## src/core/rx_slot_map_pkg.sv

```systemverilog
// constants shared by the secondary serial port receive slot mapper
// assumes an 8-bit register port and a sampled bit clock on the core clock
`default_nettype none

package rx_slot_map_pkg;

  // ****************************************
  // register offsets and reset values
  // ****************************************
  localparam logic [7:0] RX_MSB_DELAY_ADDR = 8'h26;
  localparam logic [7:0] RX_CHANNEL_PIN_SELECT_ADDR = 8'h27;
  localparam logic [7:0] RX_CHANNEL_ONE_MAP_ADDR = 8'h28;
  localparam logic [7:0] RX_CHANNEL_TWO_MAP_ADDR = 8'h29;
  localparam logic [7:0] RX_MSB_DELAY_RESET = 8'h00;
  localparam logic [7:0] RX_CHANNEL_PIN_SELECT_RESET = 8'h00;
  localparam logic [7:0] RX_CHANNEL_ONE_MAP_RESET = 8'h00;
  localparam logic [7:0] RX_CHANNEL_TWO_MAP_RESET = 8'h01;

  // ****************************************
  // field positions
  // ****************************************
  localparam int MAP_ENABLE_BIT = 5;
  localparam int MAP_SLOT_MSB = 4;
  localparam int DELAY_MSB = 4;
  localparam int SAMPLE_BITS = 32;

  // ****************************************
  // frame formats and word lengths
  // ****************************************
  typedef enum logic [1:0] {
    FMT_TDM = 2'b00,
    FMT_I2S = 2'b01,
    FMT_LEFT_JUSTIFIED = 2'b10
  } format_e;

  localparam logic [4:0] TDM_LAST_SLOT = 5'h1F;
  localparam logic [4:0] HALF_LAST_SLOT = 5'h0F;

  function automatic logic [5:0] word_bits(input logic [1:0] sel);
    case (sel)
      2'b00: word_bits = 6'd16;
      2'b01: word_bits = 6'd20;
      2'b10: word_bits = 6'd24;
      default: word_bits = 6'd32;
    endcase
  endfunction : word_bits

endpackage : rx_slot_map_pkg

`default_nettype wire

```

## src/core/rx_slot_capture.sv

```systemverilog
// one receive channel: picks its data pin, waits for its slot, assembles the sample
// assumes take and last_bit come from the frame counter of the parent on one clock
`default_nettype none

module rx_slot_capture
  import rx_slot_map_pkg::*;
(
  input wire logic clk_i, // core clock
  input wire logic rstn_i, // async reset, active low
  input wire logic take_i, // bit clock rise inside an active frame
  input wire logic last_bit_i, // this bit closes its slot
  input wire logic [4:0] cur_slot_i, // slot of the bit being taken
  input wire logic data_in_i, // first data pin
  input wire logic data_in_secondary_i, // second data pin
  input wire logic pin_pick_i, // 0 first pin, 1 second pin
  input wire logic enable_i, // channel enable
  input wire logic [4:0] slot_i, // assigned slot
  output logic [SAMPLE_BITS-1:0] sample_o, // assembled sample, right aligned
  output logic sample_valid_o // one-cycle new sample strobe
);

  logic [SAMPLE_BITS-1:0] shift;
  logic bit_in;
  logic hit;

  assign bit_in = pin_pick_i ? data_in_secondary_i : data_in_i;
  assign hit = take_i && enable_i && (cur_slot_i == slot_i);

  always_ff @(posedge clk_i or negedge rstn_i)
  begin
    if (!rstn_i)
    begin
      shift <= '0;
    end
    else if (hit)
    begin
      shift <= last_bit_i ? '0 : {shift[SAMPLE_BITS-2:0], bit_in};
    end
  end

  // disabled channel never touches the dac sample
  always_ff @(posedge clk_i or negedge rstn_i)
  begin
    if (!rstn_i)
    begin
      sample_o <= '0;
      sample_valid_o <= 1'b0;
    end
    else
    begin
      sample_valid_o <= hit && last_bit_i;
      if (hit && last_bit_i)
      begin
        sample_o <= {shift[SAMPLE_BITS-2:0], bit_in};
      end
    end
  end

endmodule : rx_slot_capture

`default_nettype wire

```

## src/core/secondary_serial_rx_slot_map.sv

```systemverilog
// receive slot mapping of the secondary serial port, channels 1 and 2 to the dac
// assumes bit clock, frame sync and data pins already synchronous to the core clock
//
// Behaviour
// - pin-select bit n-1 picks first (0) or second (1) data pin for channel n
// - channel 1 map bit 5: 0 disables, 1 feeds dac channel 1
// - channel 2 map bit 5: 0 disables, 1 feeds dac channel 2
// - map bits 4:0 hold slot number; tdm captures that slot 0 to 31
// - i2s and left-justified: 0-15 left slots, 16-31 right slots 0-15
// - reset: ch1 off slot 0, ch2 off slot 1, all pins first
// - map bits 7:6 read zero; software writes them only as zero
// - slot 0 msb delayed by 0 to 31 bit clocks, both pins
`default_nettype none

module secondary_serial_rx_slot_map
  import rx_slot_map_pkg::*;
(
  input wire logic CORE_CLK_I, // core clock, 100 MHz
  input wire logic RSTN_I, // async reset, active low
  input wire logic [7:0] REG_ADDR_I, // register address
  input wire logic [7:0] REG_WDATA_I, // register write data
  input wire logic REG_WR_I, // register write strobe
  input wire logic REG_RD_I, // register read strobe
  input wire logic [1:0] FORMAT_I, // frame format select
  input wire logic [1:0] WORD_LEN_I, // 16, 20, 24 or 32 bits
  input wire logic BIT_CLK_I, // serial bit clock, sampled
  input wire logic FRAME_SYNC_I, // frame sync
  input wire logic DATA_IN_I, // first data input pin
  input wire logic DATA_IN_SECONDARY_I, // second data input pin
  output logic [7:0] REG_RDATA_O, // register read data
  output logic [7:0] PIN_PICK_O, // per channel pin select
  output logic [31:0] DAC_CH_ONE_SAMPLE_O, // dac channel 1 sample
  output logic DAC_CH_ONE_VALID_O, // dac channel 1 sample strobe
  output logic [31:0] DAC_CH_TWO_SAMPLE_O, // dac channel 2 sample
  output logic DAC_CH_TWO_VALID_O // dac channel 2 sample strobe
);

  // ****************************************
  // registers
  // ****************************************
  logic [7:0] rx_channel_pin_select;
  logic [4:0] rx_msb_delay;
  logic rx_ch_one_enable;
  logic [4:0] rx_ch_one_slot;
  logic rx_ch_two_enable;
  logic [4:0] rx_ch_two_slot;

  always_ff @(posedge CORE_CLK_I or negedge RSTN_I)
  begin
    if (!RSTN_I)
    begin
      rx_channel_pin_select <= RX_CHANNEL_PIN_SELECT_RESET;
      rx_msb_delay <= RX_MSB_DELAY_RESET[DELAY_MSB:0];
      rx_ch_one_enable <= RX_CHANNEL_ONE_MAP_RESET[MAP_ENABLE_BIT];
      rx_ch_one_slot <= RX_CHANNEL_ONE_MAP_RESET[MAP_SLOT_MSB:0];
      rx_ch_two_enable <= RX_CHANNEL_TWO_MAP_RESET[MAP_ENABLE_BIT];
      rx_ch_two_slot <= RX_CHANNEL_TWO_MAP_RESET[MAP_SLOT_MSB:0];
    end
    else if (REG_WR_I)
    begin
      // bits 7:6 of the map registers have no storage
      case (REG_ADDR_I)
        RX_MSB_DELAY_ADDR: rx_msb_delay <= REG_WDATA_I[DELAY_MSB:0];
        RX_CHANNEL_PIN_SELECT_ADDR: rx_channel_pin_select <= REG_WDATA_I;
        RX_CHANNEL_ONE_MAP_ADDR:
        begin
          rx_ch_one_enable <= REG_WDATA_I[MAP_ENABLE_BIT];
          rx_ch_one_slot <= REG_WDATA_I[MAP_SLOT_MSB:0];
        end
        RX_CHANNEL_TWO_MAP_ADDR:
        begin
          rx_ch_two_enable <= REG_WDATA_I[MAP_ENABLE_BIT];
          rx_ch_two_slot <= REG_WDATA_I[MAP_SLOT_MSB:0];
        end
        default: ;
      endcase
    end
  end

  always_ff @(posedge CORE_CLK_I or negedge RSTN_I)
  begin
    if (!RSTN_I)
    begin
      REG_RDATA_O <= 8'h00;
    end
    else if (REG_RD_I)
    begin
      case (REG_ADDR_I)
        RX_MSB_DELAY_ADDR: REG_RDATA_O <= {3'b000, rx_msb_delay};
        RX_CHANNEL_PIN_SELECT_ADDR: REG_RDATA_O <= rx_channel_pin_select;
        RX_CHANNEL_ONE_MAP_ADDR: REG_RDATA_O <= {2'b00, rx_ch_one_enable, rx_ch_one_slot};
        RX_CHANNEL_TWO_MAP_ADDR: REG_RDATA_O <= {2'b00, rx_ch_two_enable, rx_ch_two_slot};
        default: REG_RDATA_O <= 8'h00;
      endcase
    end
  end

  always_ff @(posedge CORE_CLK_I or negedge RSTN_I)
  begin
    if (!RSTN_I)
    begin
      PIN_PICK_O <= RX_CHANNEL_PIN_SELECT_RESET;
    end
    else
    begin
      PIN_PICK_O <= rx_channel_pin_select;
    end
  end

  // ****************************************
  // frame position tracking
  // ****************************************
  logic bclk_prev;
  logic frame_sync_prev;
  logic edge_armed;
  logic [5:0] skip;
  logic [5:0] bit_idx;
  logic [4:0] slot_idx;
  logic half_right;
  logic active;

  logic bclk_rise;
  logic frame_evt;
  logic is_tdm;
  logic is_i2s;
  logic next_half;
  logic [5:0] start_skip;
  logic [5:0] eff_skip;
  logic [5:0] eff_bit;
  logic [4:0] eff_slot;
  logic eff_half;
  logic eff_active;
  logic take;
  logic last_bit;
  logic [4:0] last_slot;
  logic [4:0] cur_slot;

  assign is_tdm = (FORMAT_I != FMT_I2S) && (FORMAT_I != FMT_LEFT_JUSTIFIED);
  assign is_i2s = (FORMAT_I == FMT_I2S);
  // first cycle after reset only learns the pin levels, so a high bit clock is no false rise
  assign bclk_rise = edge_armed && BIT_CLK_I && !bclk_prev;
  // tdm starts on the sync rise; the two-half formats restart on every sync edge
  assign frame_evt = bclk_rise && (is_tdm ? (FRAME_SYNC_I && !frame_sync_prev)
                                          : (FRAME_SYNC_I != frame_sync_prev));
  assign next_half = is_i2s ? FRAME_SYNC_I : (!is_tdm && !FRAME_SYNC_I);
  // i2s carries its msb one bit clock after the sync edge
  assign start_skip = {1'b0, rx_msb_delay} + {5'b00000, is_i2s};
  assign eff_skip = frame_evt ? start_skip : skip;
  assign eff_bit = frame_evt ? 6'd0 : bit_idx;
  assign eff_slot = frame_evt ? 5'd0 : slot_idx;
  assign eff_half = frame_evt ? next_half : half_right;
  assign eff_active = frame_evt || active;
  assign take = bclk_rise && eff_active && (eff_skip == 6'd0);
  assign last_bit = (eff_bit == word_bits(WORD_LEN_I) - 6'd1);
  assign last_slot = is_tdm ? TDM_LAST_SLOT : HALF_LAST_SLOT;
  assign cur_slot = is_tdm ? eff_slot : {eff_half, eff_slot[3:0]};

  always_ff @(posedge CORE_CLK_I or negedge RSTN_I)
  begin
    if (!RSTN_I)
    begin
      bclk_prev <= 1'b0;
      frame_sync_prev <= 1'b0;
      edge_armed <= 1'b0;
    end
    else
    begin
      bclk_prev <= BIT_CLK_I;
      edge_armed <= 1'b1;
      if (bclk_rise || !edge_armed)
      begin
        frame_sync_prev <= FRAME_SYNC_I;
      end
    end
  end

  always_ff @(posedge CORE_CLK_I or negedge RSTN_I)
  begin
    if (!RSTN_I)
    begin
      skip <= 6'd0;
      bit_idx <= 6'd0;
      slot_idx <= 5'd0;
      half_right <= 1'b0;
      active <= 1'b0;
    end
    else if (bclk_rise)
    begin
      skip <= (eff_skip != 6'd0) ? eff_skip - 6'd1 : 6'd0;
      half_right <= eff_half;
      slot_idx <= eff_slot;
      bit_idx <= eff_bit;
      active <= eff_active;
      if (take)
      begin
        bit_idx <= last_bit ? 6'd0 : eff_bit + 6'd1;
        if (last_bit)
        begin
          // stop after the last slot so a long frame cannot wrap onto slot 0
          slot_idx <= eff_slot + 5'd1;
          active <= (eff_slot != last_slot);
        end
      end
    end
  end

  // ****************************************
  // channel capture
  // ****************************************
  rx_slot_capture u_ch_one (
    .clk_i(CORE_CLK_I),
    .rstn_i(RSTN_I),
    .take_i(take),
    .last_bit_i(last_bit),
    .cur_slot_i(cur_slot),
    .data_in_i(DATA_IN_I),
    .data_in_secondary_i(DATA_IN_SECONDARY_I),
    .pin_pick_i(rx_channel_pin_select[0]),
    .enable_i(rx_ch_one_enable),
    .slot_i(rx_ch_one_slot),
    .sample_o(DAC_CH_ONE_SAMPLE_O),
    .sample_valid_o(DAC_CH_ONE_VALID_O)
  );

  rx_slot_capture u_ch_two (
    .clk_i(CORE_CLK_I),
    .rstn_i(RSTN_I),
    .take_i(take),
    .last_bit_i(last_bit),
    .cur_slot_i(cur_slot),
    .data_in_i(DATA_IN_I),
    .data_in_secondary_i(DATA_IN_SECONDARY_I),
    .pin_pick_i(rx_channel_pin_select[1]),
    .enable_i(rx_ch_two_enable),
    .slot_i(rx_ch_two_slot),
    .sample_o(DAC_CH_TWO_SAMPLE_O),
    .sample_valid_o(DAC_CH_TWO_VALID_O)
  );

endmodule : secondary_serial_rx_slot_map

`default_nettype wire

```

## config.mk

```make
export PLATFORM = sky130hd
export DESIGN_NAME = secondary_serial_rx_slot_map
export DESIGN_NICKNAME = d
export VERILOG_FILES = /design/src/core/rx_slot_map_pkg.sv /design/src/core/rx_slot_capture.sv /design/src/core/secondary_serial_rx_slot_map.sv
export SDC_FILE = /design/constraint.sdc
export NUM_CORES = 1
export LEC_CHECK = 0
export BUFFER_PORTS_ARGS = -buffer_cell sky130_fd_sc_hd__buf_2
export CAP_MARGIN = 20
export CORE_MARGIN = 2
export CORE_UTILIZATION = 62
export CTS_CLUSTER_DIAMETER = 50
export DETAILED_ROUTE_END_ITERATION = 10
export PLACE_DENSITY = 0.95
export SLEW_MARGIN = 40
export SYNTH_ARGS = -nofsm -noshare
export SYNTH_HDL_FRONTEND = slang
export SYNTH_SLANG_ARGS = --single-unit
```

## constraint.sdc

```tcl
create_clock -name CORE_CLK_I -period 9.5 [get_ports CORE_CLK_I]
set_input_delay 2.85 -clock CORE_CLK_I [delete_from_list [all_inputs] [get_ports CORE_CLK_I]]
set_output_delay 2.85 -clock CORE_CLK_I [all_outputs]
set_load 0.01 [all_outputs]
```

==> results.toml, run 1 <==
[power]
swShare_pct = 24.73
p_sw_mw = 0.4235
ir_drop_mv = 0.1344
p_per_area_mw_per_mm2 = 170.8
p_comb_share_pct = 7.4
p_seq_share_pct = 50.0
intPower_mw = 1.289
leakagePower_nw = 5.150
clockPowerShare_pct = 42.7

[worst_setup_path]
crit_path_max_fanout = 33
endpoint_kind = "flip-flop"
slowest_stage = "or4b_1"
crit_arrival_ns = 7.08
critPathLaunchType = "input port"
crit_path_frequent_cell = "ha_1"
setup.worst_path.class = "input port to flip-flop"
crit_chain = "buf_2 -> ha_1 -> or2_2 -> a21oi_2 -> mux2i_1 -> ha_1 -> or4b_1 -> o31ai_2 -> a32o_2 -> nand4_4 -> nor3_4 -> buf_4 -> mux2_1"
crit_required_ns = 9.80
crit_path_max_incr_delay_ns = 0.48

[detailed_routing]
drt.antenna.violating_nets = 0
drt_iter0_drc = 655
drc_errors = 0
wl_um = 18970
dr.pass1.iters = 8
vias = 6190
wl_per_cell_um = 18.02
vias_per_cell = 5.878

[cells_and_area]
post-route-util_pct = 72.78
area_growth_pct = 15.48
fin_nets = 896
fillers = 955
drive_gt1_share_pct = 28.56

[sta]
min_period_over_period_pct = 71.31
fmax_mhz = 147.6
period_needed_ns = 6.774
drv_slew = 0
grt_setup_unrepaired = "false"
worst_pin_slew_ns = 0.8644
max-slew-margin-rel_pct = 41.93
setup_viol = 0
fin_setup_tns_ns = 0
hold_viol = 0
finClkSkew_ns = 0.009727

[clock_tree]
cts_root_buf = "clkbuf_16"
ctsHoldBuffers = 0
clk_pin_slew_worst_paths_ns = 0.07
clock-sinks = 191
cts_setup_buffers = 0
cts_max_level = 4
cts_tree = "built"
cts_resized = 0
numCtsBuffers = 17
clock_path_buffers = 2
clkLatencyLatePin_ns = 0.43

[synth]
syn_avg_cell_area_um2 = 11.44
synthArstFlopShare_pct = 100.0
netlist_instances = 759
seq_area_frac_synth_pct = 55.07
synth-seq-cells = 191
ys_warn_count = 0
syn_area_mm2 = 0.008681
ys_types = 72
synth-main-ff-cell = "dfrtp_1"
synth-edff-count = 0
synth_nets = 796

[status]
status = "complete, no violations"

[placement]
portBuffers = 109
gp_congestion = 0.8809
place_hpwl_um = 12490

[global_routing]
track_usage_pct = 26.99
antenna_found_initial = 0
overflow = 0
grt_max_degree = 83
grt_first_pass_wirelength_um = 31310
grt_pass1_vias = 6160

[floorplanning]
initial_core_util_pct = 63.03
io_pins = 110
rows = 43
die_x_um = 122.3
fp.dieH_um = 122.3
coreArea_mm2 = 0.01377
die_area_mm2 = 0.01496

[job]
drv_cap = 0

[min_path]
hp-class = "flip-flop to flip-flop"
[cell type report]
class | count | area [um2] | area share (%)
sequential | 191 | 4781 | 47.69
multi-input combinational | 484 | 3563 | 35.55
timing repair buffer | 117 | 658.1 | 6.565
clock buffer | 19 | 442.9 | 4.418
tap | 180 | 225.2 | 2.247
inverter | 48 | 180.2 | 1.797
clock inverter | 13 | 171.4 | 1.710
antenna | 1 | 2.502 | 0.02496
[per-stage QoR]
step	area [um2]	hold WS, ns	std cells	setup WS, ns	total power [mW]
2_1_floorplan	8681	0.3684	759	2.827	0.9430
3_3_place_gp	9349	0.3773	1018	2.272	0.9887
3_5_place_dp	9408	0.3866	1020	2.328	0.9954
4_1_cts	10020	0.4020	1052	2.754	1.721
5_1_grt	10020	0.4208	1052	2.489	1.775
6_report	10020	0.4032	1053	2.726	1.712
[synth_stat cells, types with 3 or more instances]
cell / n / area, um2
dfrtp_1: 190 / 4755
nand2_1: 124 / 465.5
mux2_2: 64 / 720.7
o21ai_0: 49 / 245.2
inv_1: 48 / 180.2
mux2i_1: 37 / 370.4
clkbuf_1: 22 / 82.58
mux2_4: 19 / 285.3
nand3_1: 16 / 80.08
nor3_1: 13 / 65.06
nor2_1: 11 / 41.29
o22ai_1: 11 / 68.82
a21oi_1: 10 / 50.05
mux2_1: 10 / 112.6
xor2_1: 10 / 87.58
ha_1: 9 / 112.6
a22o_1: 7 / 61.31
buf_4: 7 / 52.55
xnor2_1: 7 / 61.31
a31oi_1: 6 / 37.54
a221oi_1: 5 / 43.79
and2_1: 5 / 31.28
nand2b_1: 5 / 31.28
o31ai_1: 4 / 30.03
or3_1: 4 / 25.02
buf_6: 3 / 33.78
o2111ai_1: 3 / 26.28
or4_1: 3 / 22.52
[layout by cell type (no fill, tap or decap), types with 11 or more instances in the layout]
cell | synthesis | routed
buf_2 | 2 | 108
nand3_1 | 16 | 16
o22ai_1 | 11 | 11
clkbuf_16 | 0 | 17
o21ai_0 | 49 | 49
mux2_4 | 19 | 19
dfrtp_1 | 190 | 190
nand2_1 | 124 | 123
inv_1 | 48 | 48
nor2_1 | 11 | 11
mux2_2 | 64 | 64
mux2i_1 | 37 | 37
nor3_1 | 13 | 13
[metal layers]
layer  wire, um  GRT usage, %  vias to the layer above
met4        314         8.261                        0
met5          0             0                        -
li1           -             -                     2856
met1       8218         36.55                     3101
met3       1035         6.320                       25
met2       9402         43.68                      208
[registers in the layout (all words and copies together) (netlist names), 5 cells and up]
register / cells
u_ch_one.sample_o: 32
u_ch_two.sample_o: 32
u_ch_one.shift: 31
u_ch_two.shift: 31
PIN_PICK_O: 8
REG_RDATA_O: 8
rx_channel_pin_select: 8
bit_idx: 6
skip: 6
rx_ch_one_slot: 5
rx_ch_two_slot: 5
rx_msb_delay: 5
slot_idx: 5
[cell families after synthesis]
logic type / Yosys count / share of synthesized area [%]
AO/OA/AOI/OAI: 121 / 9.153
XOR/XNOR: 17 / 1.715
adder cells (fa/ha/maj): 9 / 1.297
buffers and inverters: 84 / 4.237
flip-flops: 191 / 55.07
multiplexers: 130 / 17.15
other: 1 / 0.04320
AND/OR/NAND/NOR: 206 / 11.33
[critical path: cells and delay by family]
| family | cells | cell delay (ns) |
|---|---|---|
| AOI/OAI and AO/OA | 3 | 0.86 |
| adders and majority gates | 2 | 0.77 |
| buffers and inverters | 2 | 0.58 |
| muxes | 2 | 0.64 |
| and+or+nand+nor | 4 | 1.35 |
[power by group through the flow]
stage	logic (mW)	clock network [mW]	registers (mW)
3_3_place_gp	0.120	0	0.869
6_report	0.126	0.730	0.856
5_1_grt	0.142	0.773	0.860
2_1_floorplan	0.0790	0	0.864
3_5_place_dp	0.125	0	0.871
4_1_cts	0.126	0.740	0.855
[path summary, 6_finish.rpt]
kind                                     startpoint               endpoint  slack, ns  cells past startpoint
max                                     FORMAT_I[0]  u_ch_two.sample_o[15]       2.73                     13
min                        rx_channel_pin_select[6]          PIN_PICK_O[6]       0.40                      0
max reg2reg                               bclk_prev  u_ch_two.sample_o[15]       4.95                     11
min reg2reg                rx_channel_pin_select[6]          PIN_PICK_O[6]       0.40                      0
max in group asynchronous                    RSTN_I     u_ch_two.shift[27]       6.02                      2
min in group asynchronous                    RSTN_I                skip[0]       2.40                      1
No activity file was read; power rests on OpenSTA's default activity.
==> run 2: changes to the inputs <==
--- a/config.mk
+++ b/config.mk
@@ -5,13 +5,14 @@
 export SDC_FILE = /design/constraint.sdc
 export NUM_CORES = 1
 export LEC_CHECK = 0
+export ABC_AREA = 1
 export BUFFER_PORTS_ARGS = -buffer_cell sky130_fd_sc_hd__buf_2
 export CAP_MARGIN = 20
 export CORE_MARGIN = 2
-export CORE_UTILIZATION = 62
+export CORE_UTILIZATION = 58
 export CTS_CLUSTER_DIAMETER = 50
 export DETAILED_ROUTE_END_ITERATION = 10
-export PLACE_DENSITY = 0.95
+export PLACE_DENSITY = 0.9
 export SLEW_MARGIN = 40
 export SYNTH_ARGS = -nofsm -noshare
 export SYNTH_HDL_FRONTEND = slang
==> constraint.sdc (replaced) <==
create_clock -name CORE_CLK_I -period 7.03 [get_ports CORE_CLK_I]
set_input_delay 2.109 -clock CORE_CLK_I [delete_from_list [all_inputs] [get_ports CORE_CLK_I]]
set_output_delay 2.109 -clock CORE_CLK_I [all_outputs]
set_load 0.01 [all_outputs]
==> run 2 against run 1 <==
Critical path depth up 2; sequential power up 36%; sequential share of layout area up 0.26 points; cell count up 28%; clock skew about the same; core utilization down 4.7 points; wire length up 5.9%; hold slack worse by 0.0077 ns; synthesized area up 0.59%.
==> results.toml, run 2 <==
[power]
clockPowerShare_pct = 40.0
intPower_mw = 1.739
p_per_area_mw_per_mm2 = 235.7
p_sw_mw = 0.6110
p_comb_share_pct = 10.8
leakagePower_nw = 5.763
swShare_pct = 26.00
p_seq_share_pct = 49.2
ir_drop_mv = 0.2080

[detailed_routing]
vias_per_cell = 5.538
dr.pass1.iters = 5
vias = 7482
wl_um = 20090
drt_iter0_drc = 818
drc_errors = 0
drt.antenna.violating_nets = 0
wl_per_cell_um = 14.87

[global_routing]
antenna_found_initial = 0
grt_first_pass_wirelength_um = 33390
grt_max_degree = 79
met1_usage_pct = 33.91
track_usage_pct = 25.91
overflow = 0
grt_pass1_vias = 7205
grt_use_met2_pct = 42.83
grtUsageMet3_pct = 5.061
busiest_layer = "met2"

[clock_tree]
clock_path_buffers = 2
cts_max_level = 4
clkLatencyLatePin_ns = 0.43
cts_resized = 0
numCtsBuffers = 17
cts_tree = "built"
ctsHoldBuffers = 0
clk_pin_slew_worst_paths_ns = 0.07
clock-sinks = 191
cts_setup_buffers = 0
cts_root_buf = "clkbuf_16"

[sta]
max-slew-margin-rel_pct = 45.80
grt_setup_unrepaired = "false"
finClkSkew_ns = 0.009536
period_needed_ns = 5.279
hold_viol = 0
setup_viol = 0
fmax_mhz = 189.4
min_period_over_period_pct = 75.09
drv_slew = 0
worst_pin_slew_ns = 0.8111
fin_setup_tns_ns = 0

[synth]
ys_types = 35
seq_area_frac_synth_pct = 54.75
synth-seq-cells = 191
synthTopCellsByArea = "dfrtp_1 (54%), nand2_1 (19%), nand3_1 (9.7%), inv_1 (2.8%), o21ai_0 (2.7%)"
ys_warn_count = 0
synth_nets = 1100
syn_avg_cell_area_um2 = 8.215
synth-edff-count = 0
synthTopCellsByCount = "nand2_1 (442), dfrtp_1 (190), nand3_1 (170)"
synthArstFlopShare_pct = 100.0
netlist_instances = 1063
synth-main-ff-cell = "dfrtp_1"
yosysMostFrequentCell = "nand2_1"
syn_area_mm2 = 0.008732
synth_top_area_share_pct = 54.45
synth_top_area_cell = "dfrtp_1"

[placement]
gp_congestion = 0.8688
place_hpwl_um = 13170
portBuffers = 109

[worst_setup_path]
endpoint_kind = "flip-flop"
slowest_stage = "nor2_4"
crit_required_ns = 7.40
crit_arrival_ns = 5.65
setup.worst_path.class = "input port to flip-flop"
crit_path_max_fanout = 39
crit_chain = "buf_2 -> inv_1 -> ha_1 -> nand2_1 -> o21ai_2 -> nand2_2 -> o21ai_0 -> ha_1 -> nand3_2 -> nor2_8 -> nand4_4 -> nor2_4 -> buf_4 -> nand3_1 -> nand2_1"
critPathLaunchType = "input port"
crit_path_max_incr_delay_ns = 0.66

[cells_and_area]
largest_registers = "u_ch_one.sample_o x32, u_ch_two.sample_o x32"
antennaDiodeCount = 0
multi_input_area_mm2 = 0.003457
post-route-util_pct = 68.09
layout_common_cells = "nand2_1 (440), dfrtp_1 (190), nand3_1 (169), buf_2 (108), inv_1 (64)"
area_growth_pct = 14.19
drive_gt1_share_pct = 15.42
seq_area_mm2 = 0.004781
final_common_cell = "nand2_1"
fillers = 1117
fin_nets = 1192

[floorplanning]
initial_core_util_pct = 59.63
coreArea_mm2 = 0.01464
fp.dieH_um = 126.7
die_x_um = 126.7
io_pins = 110
die_area_mm2 = 0.01605
rows = 44

[job]
drv_cap = 0

[status]
status = "complete, no violations"

[min_path]
hp-class = "flip-flop to flip-flop"
-- run 2: final cells by class --
cell class | instances | share of cell area (%)
Sequential cell | 191 | 47.95
Multi-Input combinational cell | 757 | 34.67
Timing Repair Buffer | 120 | 6.751
Clock buffer | 21 | 4.718
Inverter | 68 | 2.560
Tap cell | 184 | 2.309
Clock inverter | 10 | 1.042
-- run 2: power by group through the flow --
stage | logic (mW) | clock network (mW) | registers, mW
after floorplan | 0.176 | 0 | 1.17
after global placement | 0.236 | 0 | 1.18
after detailed placement | 0.247 | 0 | 1.18
after CTS | 0.253 | 0.949 | 1.16
after global routing | 0.286 | 0.995 | 1.16
final | 0.254 | 0.940 | 1.16
-- run 2: final timing paths --
check	from	to	slack (ns)	depth (start not counted)
max	FORMAT_I[1]	u_ch_two.sample_o[21]	1.75	15
min	rx_channel_pin_select[7]	PIN_PICK_O[7]	0.40	0
max reg2reg	frame_sync_prev	u_ch_two.sample_o[21]	3.31	13
min reg2reg	rx_channel_pin_select[7]	PIN_PICK_O[7]	0.40	0
max in group asynchronous	RSTN_I	u_ch_two.sample_o[22]	4.37	2
min in group asynchronous	RSTN_I	u_ch_one.shift[15]	1.62	1
-- run 2: cells by family after synthesis --
logic type | after synthesis | share of synthesized area (%)
adders and majority gates | 9 | 1.290
and+or+nand+nor | 672 | 33.04
muxes | 1 | 0.1289
xor gates and xnor gates | 8 | 0.8024
buffers and inverters | 115 | 5.832
other | 1 | 0.04294
DFF | 191 | 54.75
AOI/OAI and AO/OA | 66 | 4.112
-- run 2: critical path, delay by kind of cell --
kind	cells	cell delay (ns)
buf+inv	3	0.49
compound gates	2	0.51
fa+ha+maj	2	0.72
simple gates	8	1.79
-- run 2: metrics by stage --
stage          hold slack, ns  worst slack, ns  instances  instance area, um2  total power, mW
2_1_floorplan          0.3537            2.557       1063                8732            1.348
3_3_place_gp           0.3597            1.504       1318                9340            1.412
3_5_place_dp           0.3800            1.399       1318                9349            1.424
4_1_cts                0.3939            1.749       1349                9923            2.358
5_1_grt                0.4107            1.493       1351                9971            2.441
6_report               0.3954            1.751       1351                9971            2.350
-- run 2: per-layer routing --
| layer | wire [um] | share of wire [%] |
|---|---|---|
| met1 | 8575 | 43 |
| met2 | 9954 | 50 |
| met3 | 1058 | 5.3 |
| met4 | 503 | 2.5 |
| met5 | 0 | 0 |
